File: src/rtl/ppm_pkg.sv
// Constants and types shared by the parallel port mode control block
package ppm_pkg;
    // ****************************************
    // Register map (byte addresses, 32-bit words)
    // ****************************************
    localparam int ADDR_W = 8;
    localparam logic [7:0] OFS_STROBE_CNT = 8'h00;
    localparam logic [7:0] OFS_PORT_MODE = 8'h04;
    localparam logic [7:0] OFS_PORT_DATA = 8'h08;
    localparam logic [7:0] OFS_PORT_ADDR = 8'h0C;
    localparam logic [7:0] OFS_PORT_STATUS = 8'h10;
    localparam logic [7:0] OFS_SW_CONTROL = 8'h14;

    // ****************************************
    // Field positions and reset values
    // ****************************************
    localparam int MODE_LO = 0;
    localparam int NIB_SEL_BIT = 2;
    localparam int DIR_BIT = 3;
    localparam int GIN_LATCH_BIT = 5;
    localparam int PORT_EN_BIT = 7;
    localparam int STA_RXF_BIT = 0;
    localparam int STA_TXE_BIT = 1;
    localparam int STA_XFER_BIT = 2;
    localparam int STA_LINES_LO = 3;
    localparam logic [7:0] CNT_RST = 8'h12;
    localparam logic GIN_LATCH_RST = 1'b1;
    localparam logic [1:0] RESP_OKAY = 2'b00;
    localparam logic [1:0] RESP_SLVERR = 2'b10;

    // ****************************************
    // Timing
    // ****************************************
    localparam int CLK_NS = 20;
    localparam int TICK_NS = 40;
    localparam int TICK_CYC = (TICK_NS + CLK_NS - 1) / CLK_NS;
    localparam logic [3:0] TICK_LAST = 4'(TICK_CYC - 1);

    // ****************************************
    // Types
    // ****************************************
    typedef enum logic [1:0] {
        MODE_LEGACY = 2'b00,
        MODE_SPP = 2'b01,
        MODE_EPP = 2'b10,
        MODE_ECP = 2'b11
    } ppm_mode_e;

    typedef enum logic [2:0] {
        XF_IDLE = 3'b000,
        XF_WAIT_BUSY = 3'b001,
        XF_DELAY = 3'b011,
        XF_PULSE = 3'b010,
        XF_DONE = 3'b110
    } ppm_xfer_e;
endpackage

File: src/rtl/ppm_sync.sv
// Two-stage synchroniser bank for pin inputs
`timescale 1ns/1ps
`default_nettype none
module ppm_sync #(
    parameter int W = 8
) (
    // Clock and reset
    input wire logic mclk,
    input wire logic sys_rst,
    // Data
    input wire logic [W-1:0] din,
    output logic [W-1:0] dout
);
    typedef struct packed {
        logic [W-1:0] meta;
        logic [W-1:0] stable;
    } ppm_sync_s;

    ppm_sync_s st;
    ppm_sync_s next_st;

    always_comb begin
        next_st.meta = din;
        next_st.stable = st.meta;
        if (sys_rst) begin
            next_st = '0;
        end
    end

    always_ff @(posedge mclk) begin
        st <= next_st;
    end

    assign dout = st.stable;
endmodule
`default_nettype wire

File: src/rtl/ppm_port_ctrl.sv
// Parallel port mode control: AXI4-Lite registers, line ownership, strobe timing
// ****************************************
// ****************************************
`timescale 1ns/1ps
`default_nettype none
module ppm_port_ctrl (
    // Clock and reset
    input wire logic mclk,
    input wire logic sys_rst,
    // AXI4-Lite write address and data
    input wire logic [7:0] s_axi_awaddr,
    input wire logic s_axi_awvalid,
    output logic s_axi_awready,
    input wire logic [31:0] s_axi_wdata,
    input wire logic [3:0] s_axi_wstrb,
    input wire logic s_axi_wvalid,
    output logic s_axi_wready,
    // AXI4-Lite write response
    output logic [1:0] s_axi_bresp,
    output logic s_axi_bvalid,
    input wire logic s_axi_bready,
    // AXI4-Lite read
    input wire logic [7:0] s_axi_araddr,
    input wire logic s_axi_arvalid,
    output logic s_axi_arready,
    output logic [31:0] s_axi_rdata,
    output logic [1:0] s_axi_rresp,
    output logic s_axi_rvalid,
    input wire logic s_axi_rready,
    // Parallel data lines (two-way)
    input wire logic [7:0] parallel_data_lines_in,
    output logic [7:0] parallel_data_lines_out,
    output logic parallel_data_lines_oe,
    // Host-driven control lines, [0] SLIN/ASTRB, [1] STB/WRITE/HOSTCLK,
    // [2] AFD/DSTRB/HOSTACK, [3] INIT/REVREQ
    output logic [3:0] host_ctl,
    // Peripheral lines, [0] ACK/INTR/PERIPCLK, [1] FALT/PERIPREQ, [2] SLCT,
    // [3] PER/MPRIPREQ, [4] BUSY/WAIT/PERIPHACK
    input wire logic [4:0] periph_ctl
);
    typedef struct packed {
        logic awready;
        logic aw_got;
        logic [7:0] aw_addr;
        logic wready;
        logic w_got;
        logic [31:0] w_data;
        logic [3:0] w_strb;
        logic bvalid;
        logic [1:0] bresp;
        logic arready;
        logic rvalid;
        logic [31:0] rdata;
        logic [1:0] rresp;
        logic [7:0] strobe_cnt;
        logic port_en;
        logic gin_latch;
        logic dir;
        logic nib_sel;
        ppm_pkg::ppm_mode_e mode;
        logic [7:0] data;
        logic [7:0] addr;
        logic [3:0] sw_ctl;
        logic tx_empty;
        logic tx_is_addr;
        logic rx_full;
        logic nib_half;
        logic ack_prev;
        logic [3:0] div;
        ppm_pkg::ppm_xfer_e fsm;
        logic [7:0] run_cnt;
        logic strobe_on;
        logic [7:0] line_out;
        logic line_oe;
        logic [3:0] ctl;
    } ppm_state_s;

    ppm_state_s st;
    ppm_state_s next_st;
    logic [7:0] lines_s;
    logic [4:0] pctl_s;

    // ****************************************
    // Pin synchronisers
    // ****************************************
    ppm_sync #(.W(8)) u_sync_lines (
        .mclk(mclk),
        .sys_rst(sys_rst),
        .din(parallel_data_lines_in),
        .dout(lines_s)
    );

    ppm_sync #(.W(5)) u_sync_ctl (
        .mclk(mclk),
        .sys_rst(sys_rst),
        .din(periph_ctl),
        .dout(pctl_s)
    );

    // ****************************************
    // Next-state logic
    // ****************************************
    logic active;
    logic auto_mode;
    logic out_dir;
    logic tick;
    logic do_write;
    logic wr_lo;
    logic do_read;
    logic rd_hit;
    logic [31:0] rd_val;
    logic ack_rise;

    always_comb begin
        next_st = st;
        active = st.port_en && !st.gin_latch;
        auto_mode = st.mode != ppm_pkg::MODE_LEGACY;
        out_dir = !auto_mode || !st.dir;
        tick = st.div == ppm_pkg::TICK_LAST;
        do_write = st.aw_got && st.w_got && !st.bvalid;
        wr_lo = st.w_strb[0];
        do_read = s_axi_arvalid && st.arready;
        rd_hit = 1'b1;
        rd_val = '0;
        ack_rise = pctl_s[0] && !st.ack_prev;
        next_st.ack_prev = pctl_s[0];
        next_st.div = tick ? 4'h0 : st.div + 4'h1;

        // Write channel handshakes, either order
        if (s_axi_awvalid && st.awready) begin
            next_st.aw_got = 1'b1;
            next_st.aw_addr = s_axi_awaddr;
        end
        if (s_axi_wvalid && st.wready) begin
            next_st.w_got = 1'b1;
            next_st.w_data = s_axi_wdata;
            next_st.w_strb = s_axi_wstrb;
        end
        if (st.bvalid && s_axi_bready) begin
            next_st.bvalid = 1'b0;
        end
        if (do_write) begin
            next_st.aw_got = 1'b0;
            next_st.w_got = 1'b0;
            next_st.bvalid = 1'b1;
            next_st.bresp = ppm_pkg::RESP_OKAY;
            case (st.aw_addr)
                ppm_pkg::OFS_STROBE_CNT: begin
                    if (wr_lo) begin
                        next_st.strobe_cnt = st.w_data[7:0];
                    end
                end
                ppm_pkg::OFS_PORT_MODE: begin
                    if (wr_lo) begin
                        next_st.mode = ppm_pkg::ppm_mode_e'(st.w_data[ppm_pkg::MODE_LO +: 2]);
                        next_st.nib_sel = st.w_data[ppm_pkg::NIB_SEL_BIT];
                        next_st.dir = st.w_data[ppm_pkg::DIR_BIT];
                        next_st.gin_latch = st.w_data[ppm_pkg::GIN_LATCH_BIT];
                        next_st.port_en = st.w_data[ppm_pkg::PORT_EN_BIT];
                    end
                end
                ppm_pkg::OFS_PORT_DATA: begin
                    // Refused while a byte is still pending or the port is off
                    if (wr_lo && st.tx_empty && active && out_dir) begin
                        next_st.data = st.w_data[7:0];
                        next_st.tx_empty = !auto_mode;
                        next_st.tx_is_addr = 1'b0;
                    end
                end
                ppm_pkg::OFS_PORT_ADDR: begin
                    // Address cycles exist only in EPP and ECP
                    if (wr_lo && st.tx_empty && active && out_dir &&
                        (st.mode == ppm_pkg::MODE_EPP || st.mode == ppm_pkg::MODE_ECP)) begin
                        next_st.addr = st.w_data[7:0];
                        next_st.tx_empty = 1'b0;
                        next_st.tx_is_addr = 1'b1;
                    end
                end
                ppm_pkg::OFS_SW_CONTROL: begin
                    if (wr_lo) begin
                        next_st.sw_ctl = st.w_data[3:0];
                    end
                end
                ppm_pkg::OFS_PORT_STATUS: begin
                end
                default: begin
                    next_st.bresp = ppm_pkg::RESP_SLVERR;
                end
            endcase
        end

        // Read channel
        case (s_axi_araddr)
            ppm_pkg::OFS_STROBE_CNT: rd_val = {24'h00_0000, st.strobe_cnt};
            ppm_pkg::OFS_PORT_MODE: rd_val = {24'h00_0000, st.port_en, 1'b0, st.gin_latch, 1'b0,
                                              st.dir, st.nib_sel, st.mode};
            ppm_pkg::OFS_PORT_DATA: rd_val = {24'h00_0000, st.data};
            ppm_pkg::OFS_PORT_ADDR: rd_val = {24'h00_0000, st.addr};
            ppm_pkg::OFS_PORT_STATUS: rd_val = {24'h00_0000, pctl_s,
                                                st.fsm != ppm_pkg::XF_IDLE,
                                                st.tx_empty, st.rx_full};
            ppm_pkg::OFS_SW_CONTROL: rd_val = {28'h000_0000, st.sw_ctl};
            default: rd_hit = 1'b0;
        endcase
        if (st.rvalid && s_axi_rready) begin
            next_st.rvalid = 1'b0;
        end
        if (do_read) begin
            next_st.rvalid = 1'b1;
            next_st.rdata = rd_val;
            next_st.rresp = rd_hit ? ppm_pkg::RESP_OKAY : ppm_pkg::RESP_SLVERR;
            // Clear first so a capture in the same cycle still sets the flag
            if (s_axi_araddr == ppm_pkg::OFS_PORT_DATA) begin
                next_st.rx_full = 1'b0;
            end
        end

        // Reverse direction capture on each rising ACK
        if (active && auto_mode && st.dir && ack_rise) begin
            if (st.mode == ppm_pkg::MODE_SPP && st.nib_sel) begin
                if (!st.nib_half) begin
                    next_st.data[3:0] = lines_s[3:0];
                    next_st.nib_half = 1'b1;
                end else begin
                    next_st.data[7:4] = lines_s[3:0];
                    next_st.nib_half = 1'b0;
                    next_st.rx_full = 1'b1;
                end
            end else begin
                next_st.data = lines_s;
                next_st.rx_full = 1'b1;
            end
        end
        if (st.gin_latch) begin
            next_st.data = lines_s;
        end

        // Forward strobe sequencer
        case (st.fsm)
            ppm_pkg::XF_IDLE: begin
                if (active && auto_mode && out_dir && !st.tx_empty) begin
                    next_st.fsm = ppm_pkg::XF_WAIT_BUSY;
                end
            end
            ppm_pkg::XF_WAIT_BUSY: begin
                if (pctl_s[4]) begin
                    next_st.run_cnt = st.strobe_cnt;
                    next_st.fsm = ppm_pkg::XF_DELAY;
                end
            end
            ppm_pkg::XF_DELAY: begin
                if (st.run_cnt == 8'h00) begin
                    next_st.strobe_on = 1'b1;
                    next_st.run_cnt = st.strobe_cnt;
                    next_st.fsm = ppm_pkg::XF_PULSE;
                end else if (tick) begin
                    next_st.run_cnt = st.run_cnt - 8'h01;
                end
            end
            ppm_pkg::XF_PULSE: begin
                if (st.run_cnt == 8'h00) begin
                    next_st.strobe_on = 1'b0;
                    next_st.fsm = ppm_pkg::XF_DONE;
                end else if (tick) begin
                    next_st.run_cnt = st.run_cnt - 8'h01;
                end
            end
            ppm_pkg::XF_DONE: begin
                next_st.tx_empty = 1'b1;
                next_st.fsm = ppm_pkg::XF_IDLE;
            end
            default: begin
                next_st.fsm = ppm_pkg::XF_IDLE;
            end
        endcase
        // Dropping enable aborts and discards the pending byte
        if (!active) begin
            next_st.fsm = ppm_pkg::XF_IDLE;
            next_st.strobe_on = 1'b0;
            next_st.tx_empty = 1'b1;
        end

        // Line ownership per mode
        next_st.line_out = st.tx_is_addr ? st.addr : st.data;
        next_st.line_oe = active && out_dir;
        next_st.ctl = st.sw_ctl;
        case (st.mode)
            ppm_pkg::MODE_SPP: begin
                next_st.ctl[1] = st.strobe_on;
            end
            ppm_pkg::MODE_EPP: begin
                next_st.ctl[0] = st.strobe_on && st.tx_is_addr;
                next_st.ctl[1] = st.fsm != ppm_pkg::XF_IDLE;
                next_st.ctl[2] = st.strobe_on && !st.tx_is_addr;
            end
            ppm_pkg::MODE_ECP: begin
                next_st.ctl[1] = st.strobe_on;
                next_st.ctl[2] = !st.tx_is_addr;
                next_st.ctl[3] = st.dir;
            end
            default: begin
            end
        endcase

        next_st.awready = !next_st.aw_got && !next_st.bvalid;
        next_st.wready = !next_st.w_got && !next_st.bvalid;
        next_st.arready = !next_st.rvalid;

        if (sys_rst) begin
            next_st = '0;
            next_st.strobe_cnt = ppm_pkg::CNT_RST;
            next_st.mode = ppm_pkg::MODE_LEGACY;
            next_st.gin_latch = ppm_pkg::GIN_LATCH_RST;
            next_st.tx_empty = 1'b1;
        end
    end

    always_ff @(posedge mclk) begin
        st <= next_st;
    end

    // ****************************************
    // Outputs
    // ****************************************
    assign s_axi_awready = st.awready;
    assign s_axi_wready = st.wready;
    assign s_axi_bresp = st.bresp;
    assign s_axi_bvalid = st.bvalid;
    assign s_axi_arready = st.arready;
    assign s_axi_rdata = st.rdata;
    assign s_axi_rresp = st.rresp;
    assign s_axi_rvalid = st.rvalid;
    assign parallel_data_lines_out = st.line_out;
    assign parallel_data_lines_oe = st.line_oe;
    assign host_ctl = st.ctl;

    // ****************************************
    // Checks
    // ****************************************
    logic [9:0] hlp_cyc;

    always_ff @(posedge mclk) begin
        if (sys_rst || st.fsm != next_st.fsm) begin
            hlp_cyc <= 10'h000;
        end else begin
            hlp_cyc <= hlp_cyc + 10'h001;
        end
    end

    chk_cnt_reset: assert property (@(posedge mclk) $fell(sys_rst) |->
        st.strobe_cnt == ppm_pkg::CNT_RST && st.mode == ppm_pkg::MODE_LEGACY && !st.port_en)
        else $error("Strobe counter or mode wrong after reset");
    chk_gpi_capture: assert property (@(posedge mclk) disable iff (sys_rst)
        st.gin_latch |=> st.data == $past(lines_s))
        else $error("Data register missed the data lines");
    chk_gpi_input: assert property (@(posedge mclk) disable iff (sys_rst)
        st.gin_latch |=> !parallel_data_lines_oe)
        else $error("Data lines driven while general input is on");
    chk_enable_block: assert property (@(posedge mclk) disable iff (sys_rst)
        !st.port_en |=> st.fsm == ppm_pkg::XF_IDLE ##1
        (!host_ctl[1] || st.mode == ppm_pkg::MODE_LEGACY))
        else $error("Transfer ran with the port disabled");
    chk_legacy_out: assert property (@(posedge mclk) disable iff (sys_rst)
        st.mode == ppm_pkg::MODE_LEGACY && active |=> parallel_data_lines_oe &&
        host_ctl == $past(st.sw_ctl))
        else $error("Legacy mode is not software driven output");
    chk_xfer_start: assert property (@(posedge mclk) disable iff (sys_rst)
        st.fsm == ppm_pkg::XF_IDLE && active && auto_mode && out_dir && !st.tx_empty |=>
        st.fsm == ppm_pkg::XF_WAIT_BUSY)
        else $error("Pending byte did not start a transfer");
    chk_delay_len: assert property (@(posedge mclk) disable iff (sys_rst)
        $past(st.fsm) == ppm_pkg::XF_DELAY && st.fsm == ppm_pkg::XF_PULSE |->
        $past(hlp_cyc) + 10'h001 >= {1'b0, st.strobe_cnt, 1'b0} &&
        $past(hlp_cyc) <= {1'b0, st.strobe_cnt, 1'b0} + 10'h001)
        else $error("Delay before strobe has the wrong length");
    chk_pulse_len: assert property (@(posedge mclk) disable iff (sys_rst)
        $past(st.fsm) == ppm_pkg::XF_PULSE && st.fsm == ppm_pkg::XF_DONE |->
        $past(hlp_cyc) + 10'h001 >= {1'b0, st.strobe_cnt, 1'b0} &&
        $past(hlp_cyc) <= {1'b0, st.strobe_cnt, 1'b0} + 10'h001)
        else $error("Strobe pulse has the wrong width");
    chk_nibble_spp: assert property (@(posedge mclk) disable iff (sys_rst)
        $changed(st.nib_half) |-> $past(st.mode) == ppm_pkg::MODE_SPP && $past(st.nib_sel))
        else $error("Nibble sequencing outside SPP nibble mode");
    chk_rx_store: assert property (@(posedge mclk) disable iff (sys_rst)
        active && auto_mode && st.dir && !(st.mode == ppm_pkg::MODE_SPP && st.nib_sel) &&
        ack_rise |=> st.rx_full && st.data == $past(lines_s))
        else $error("Received byte not stored");

    cov_fwd_done: cover property (@(posedge mclk) disable iff (sys_rst)
        st.fsm == ppm_pkg::XF_PULSE ##[1:600] st.fsm == ppm_pkg::XF_DONE);
    cov_nibble: cover property (@(posedge mclk) disable iff (sys_rst)
        st.nib_half ##[1:200] st.rx_full);
    cov_abort: cover property (@(posedge mclk) disable iff (sys_rst)
        st.fsm == ppm_pkg::XF_DELAY && !st.port_en);
endmodule
`default_nettype wire

File: config.mk
export PLATFORM = sky130hd
export DESIGN_NAME = ppm_port_ctrl
export DESIGN_NICKNAME = d
export VERILOG_FILES = /design/src/rtl/ppm_pkg.sv /design/src/rtl/ppm_sync.sv /design/src/rtl/ppm_port_ctrl.sv
export SDC_FILE = /design/constraint.sdc
export NUM_CORES = 1
export LEC_CHECK = 0
export ABC_AREA = 1
export BUFFER_PORTS_ARGS = -buffer_cell sky130_fd_sc_hd__buf_2
export CAP_MARGIN = 0
export CORE_ASPECT_RATIO = 1.1
export CORE_MARGIN = 3
export CORE_UTILIZATION = 55
export DETAILED_ROUTE_END_ITERATION = 7
export GPL_ROUTABILITY_DRIVEN = 0
export MAX_ROUTING_LAYER = met4
export PLACE_DENSITY = 0.89
export SLEW_MARGIN = 20
export SYNTH_ARGS = -nofsm -noshare
export SYNTH_HDL_FRONTEND = slang
export SYNTH_SLANG_ARGS = --single-unit
export TNS_END_PERCENT = 100
File: constraint.sdc
create_clock -name mclk -period 1.6 [get_ports mclk]
set_input_delay 0.32 -clock mclk [delete_from_list [all_inputs] [get_ports mclk]]
set_output_delay 0.32 -clock mclk [all_outputs]
set_load 0.1 [all_outputs]
==> summary.txt <==
Flow run
  • Max-cap viol count: 0

Clock tree
  • CTS tree: done
  • CTS clk-pin slew, worst paths: roughly 60 ps
  • CTS buffer count: 17
  • Clk sinks: roughly 130
  • Root buffer cell: clkbuf_8
  • Clock latency at the later pin of the worst-skew pair: between 500 and 600 ps
  • Htree depth: 4
  • CTS Buffer Depth: 2

Timing
  • Setup violators final: 13
  • Fin. Hold Viols: 0
  • RSZ-0062 raised after global routing: true
  • FMAX: slightly above 600 MHz
  • Hold_ws: 2.24 ps
  • Period utilisation layout: 1.03
  • Clk_skew: roughly 6 ps
  • Min Clock Period, post-route: 1650 ps
  • Worst Max-Slew Pin Slew: 513 ps
  • Max Slew Vio Count: 0
  • Final WS setup: -54.4 ps
  • Max_slew headroom: 0.657

GRT
  • Global route total overflow: 0
  • Initial antenna violation count: 0
  • Largest net degree at the start of global routing: just under 50
  • Vias in the first global route: 5190
  • Total GRT Usage: 0.259
  • First-pass GRT wire length: around 24000 um

Place
  • DP Wirelength: approximately 10000 um
  • Port Buffers: 72
  • Dpl ws: -131 ps

Yosys
  • Synth Register Bits: about 130
  • Number of synthesized flops with an enable pin: 0
  • Yosys top cell area share: 0.435
  • Largest cells by area after synthesis: dfxtp_1 (44%), nand2_1 (8.9%), a21oi_1 (7.2%)
  • Sequential share of the synthesized area: 0.435
  • Yosys cell types: 36
  • Synth warn: 0
  • Post-Syn Area: 5890 sq um
  • Async SR Flop Fraction: 0
  • Dominant cell type by area after synthesis: dfxtp_1
  • Synth Area per Inst: between 7 and 8 sq um
  • Most common flop cell mapped by yosys: dfxtp_1
  • Syn Inst Count: roughly 820

Final layout
  • Area Growth Syn to Fin: 22.0%
  • Post-layout nets: a little under 1k
  • Core Util, Final: 0.709
  • Commonest cells after routing, fill and taps aside: nand2_1 (134), dfxtp_1 (121), inv_1 (108)
  • Fraction of layout instances using a drive strength above 1: 0.206
  • Ant diodes: 0
  • Most common cell after layout, fill and taps aside: nand2_1

Critical path
  • Critical Path RT: roughly 2000 ps
  • Critical Path End Type: flop
  • Critical path class: flop to flop
  • Data arrival, critical path: around 2100 ps
  • Crit-path cells: inv_1 > buf_4 > nand4_1 > nor2_2 > nand2_2 > nor3_4 > buf_6 > nand2_1 > nand2_1 > nor2_1
  • Worst path top cell family by delay: simple AND/OR/NAND/NOR gates
  • Buffers & Inverters on Critical Path: 3
  • Slowest CP cell: dfxtp_1
  • Max incr delay on CP: 300 ps
  • Worst-path maximum fanout: 8
  • Startpoint types: flop
  • Critical path's most frequent cell: nand2_1

Power and ir drop
  • Worst VDD drop: 0.000753 V
  • Int Pwr: between 5 and 6 mW
  • Flop pwr share: 0.418
  • Switch Pwr: ~2.2 mW
  • Leakage power total: approximately 3.3 nW
  • Gate power share: 0.127
  • Sw Ratio: 0.278
  • PwrDens: around 1100 nW/um^2
  • Clock Power Share: 0.455

Floorplanning
  • Row cnt: 38
  • Starting Density: 0.581
  • Die ar.: about 12000 sq um
  • Die Y: about 110 um
  • IO Pins: 126
  • Core area: approximately 10000 sq um
  • Die X: approximately 100 um

Drt
  • First drt pass iteration count: 6
  • Vias: around 5.8k
  • Final ANT Viol Nets: 0
  • Drt via density: around 5.5
  • Residual DRC: 0
  • WL final: ~16000 um
  • Routed WL per cell: between 15 and 20 um
  • Iter 0 DRT Violations: 601

Hold path
  • Hold Crit Class: input port to flop

Run status
  • Failing checks: negative setup slack
  • Status: finished, violations left
## state kept, by name, summed over array words and instances, names as in the netlist
register / cells
host_ctl: 4
parallel_data_lines_oe: 1
parallel_data_lines_out: 8
s_axi_arready: 1
s_axi_awready: 1
s_axi_bresp: 1
s_axi_bvalid: 1
s_axi_rdata: 8
s_axi_rresp: 1
s_axi_rvalid: 1
s_axi_wready: 1
st: 74
u_sync_ctl.dout: 5
u_sync_ctl.st: 5
u_sync_lines.dout: 8
u_sync_lines.st: 8
## routing by layer
metal  part of all wire  global-route usage
met1               0.39               0.310
met2               0.47               0.411
met3              0.093              0.0547
met4              0.045               0.139
met5                  0                   -
## power by group through the flow
stage               registers [mW]  logic (mW)  clock network [mW]
finish                        3.36        1.02                3.66
global route                  3.37        1.08                3.81
CTS                           3.36       0.980                3.65
detailed placement            3.42       0.949                   0
global placement              3.42       0.932                   0
floorplan                     3.48       0.748                   0
## logic make-up (layout without fill, tap and decap cells)
group	Yosys count	count (layout)	synth area share
compound gates	171	171	0.153
xor+xnor	5	5	0.00744
fa+ha+maj	3	3	0.00638
buf+inv	185	267	0.152
flops	128	128	0.435
other cells	1	26	0.000637
simple gates	326	327	0.244
## timing repair
action,CTS,global route
hold buffers,7,0
buffers inserted,0,5
pin swaps,0,8
gates resized for setup,13,36
setup endpoints to repair,26,44
cloned,0,1
endpoints found under the hold margin,7,0
## area by class of cell
class	instances	area [sq um]
clock inverter	10	114
timing repair buffer	121	818
clock buffer	20	445
fill	745	2950
tap	140	175
sequential	128	2570
multi-input combinational	532	2620
inverter	116	435
## metrics by stage
stage | total power [mW] | area, sq um | instances | TNS, ps
after floorplan | 4.23 | 5990 | 844 | 0
after global placement | 4.35 | 6350 | 1024 | -594
after detailed placement | 4.37 | 6350 | 1024 | -671
after CTS | 7.99 | 7010 | 1061 | 0
after global routing | 8.27 | 7180 | 1067 | -2240
final | 8.04 | 7180 | 1067 | -398
## synthesized netlist by cell type (3+ instances only)
master / count
nand2_1: 140
dfxtp_1: 128
inv_1: 111
nor2_1: 95
a21oi_1: 85
o21ai_0: 68
nand3_1: 59
buf_4: 49
clkbuf_1: 14
nand4_1: 11
nor3_1: 6
o211ai_1: 6
nor2_4: 5
inv_2: 4
o22ai_1: 4
xor2_1: 4
ha_1: 3
nor2_2: 3
## path summary, 6_finish.rpt
| kind | from | endpoint | slack (ps) | depth (start not counted) |
|---|---|---|---|---|
| max | st[151] | st[41] | -50 | 10 |
| min | periph_ctl[0] | u_sync_ctl.st[5] | 2 | 3 |
| max reg2reg | st[151] | st[41] | -50 | 10 |
| min reg2reg | u_sync_lines.st[13] | u_sync_lines.dout[5] | 400 | 2 |
## worst reg2reg max path: cells and delay by family (launching register included)
kind	cells	cell delay [ps]
AND/OR/NAND/NOR	7	870
buffers and inverters	3	370
flip-flops	1	300
(Power assumes the default switching activity.)
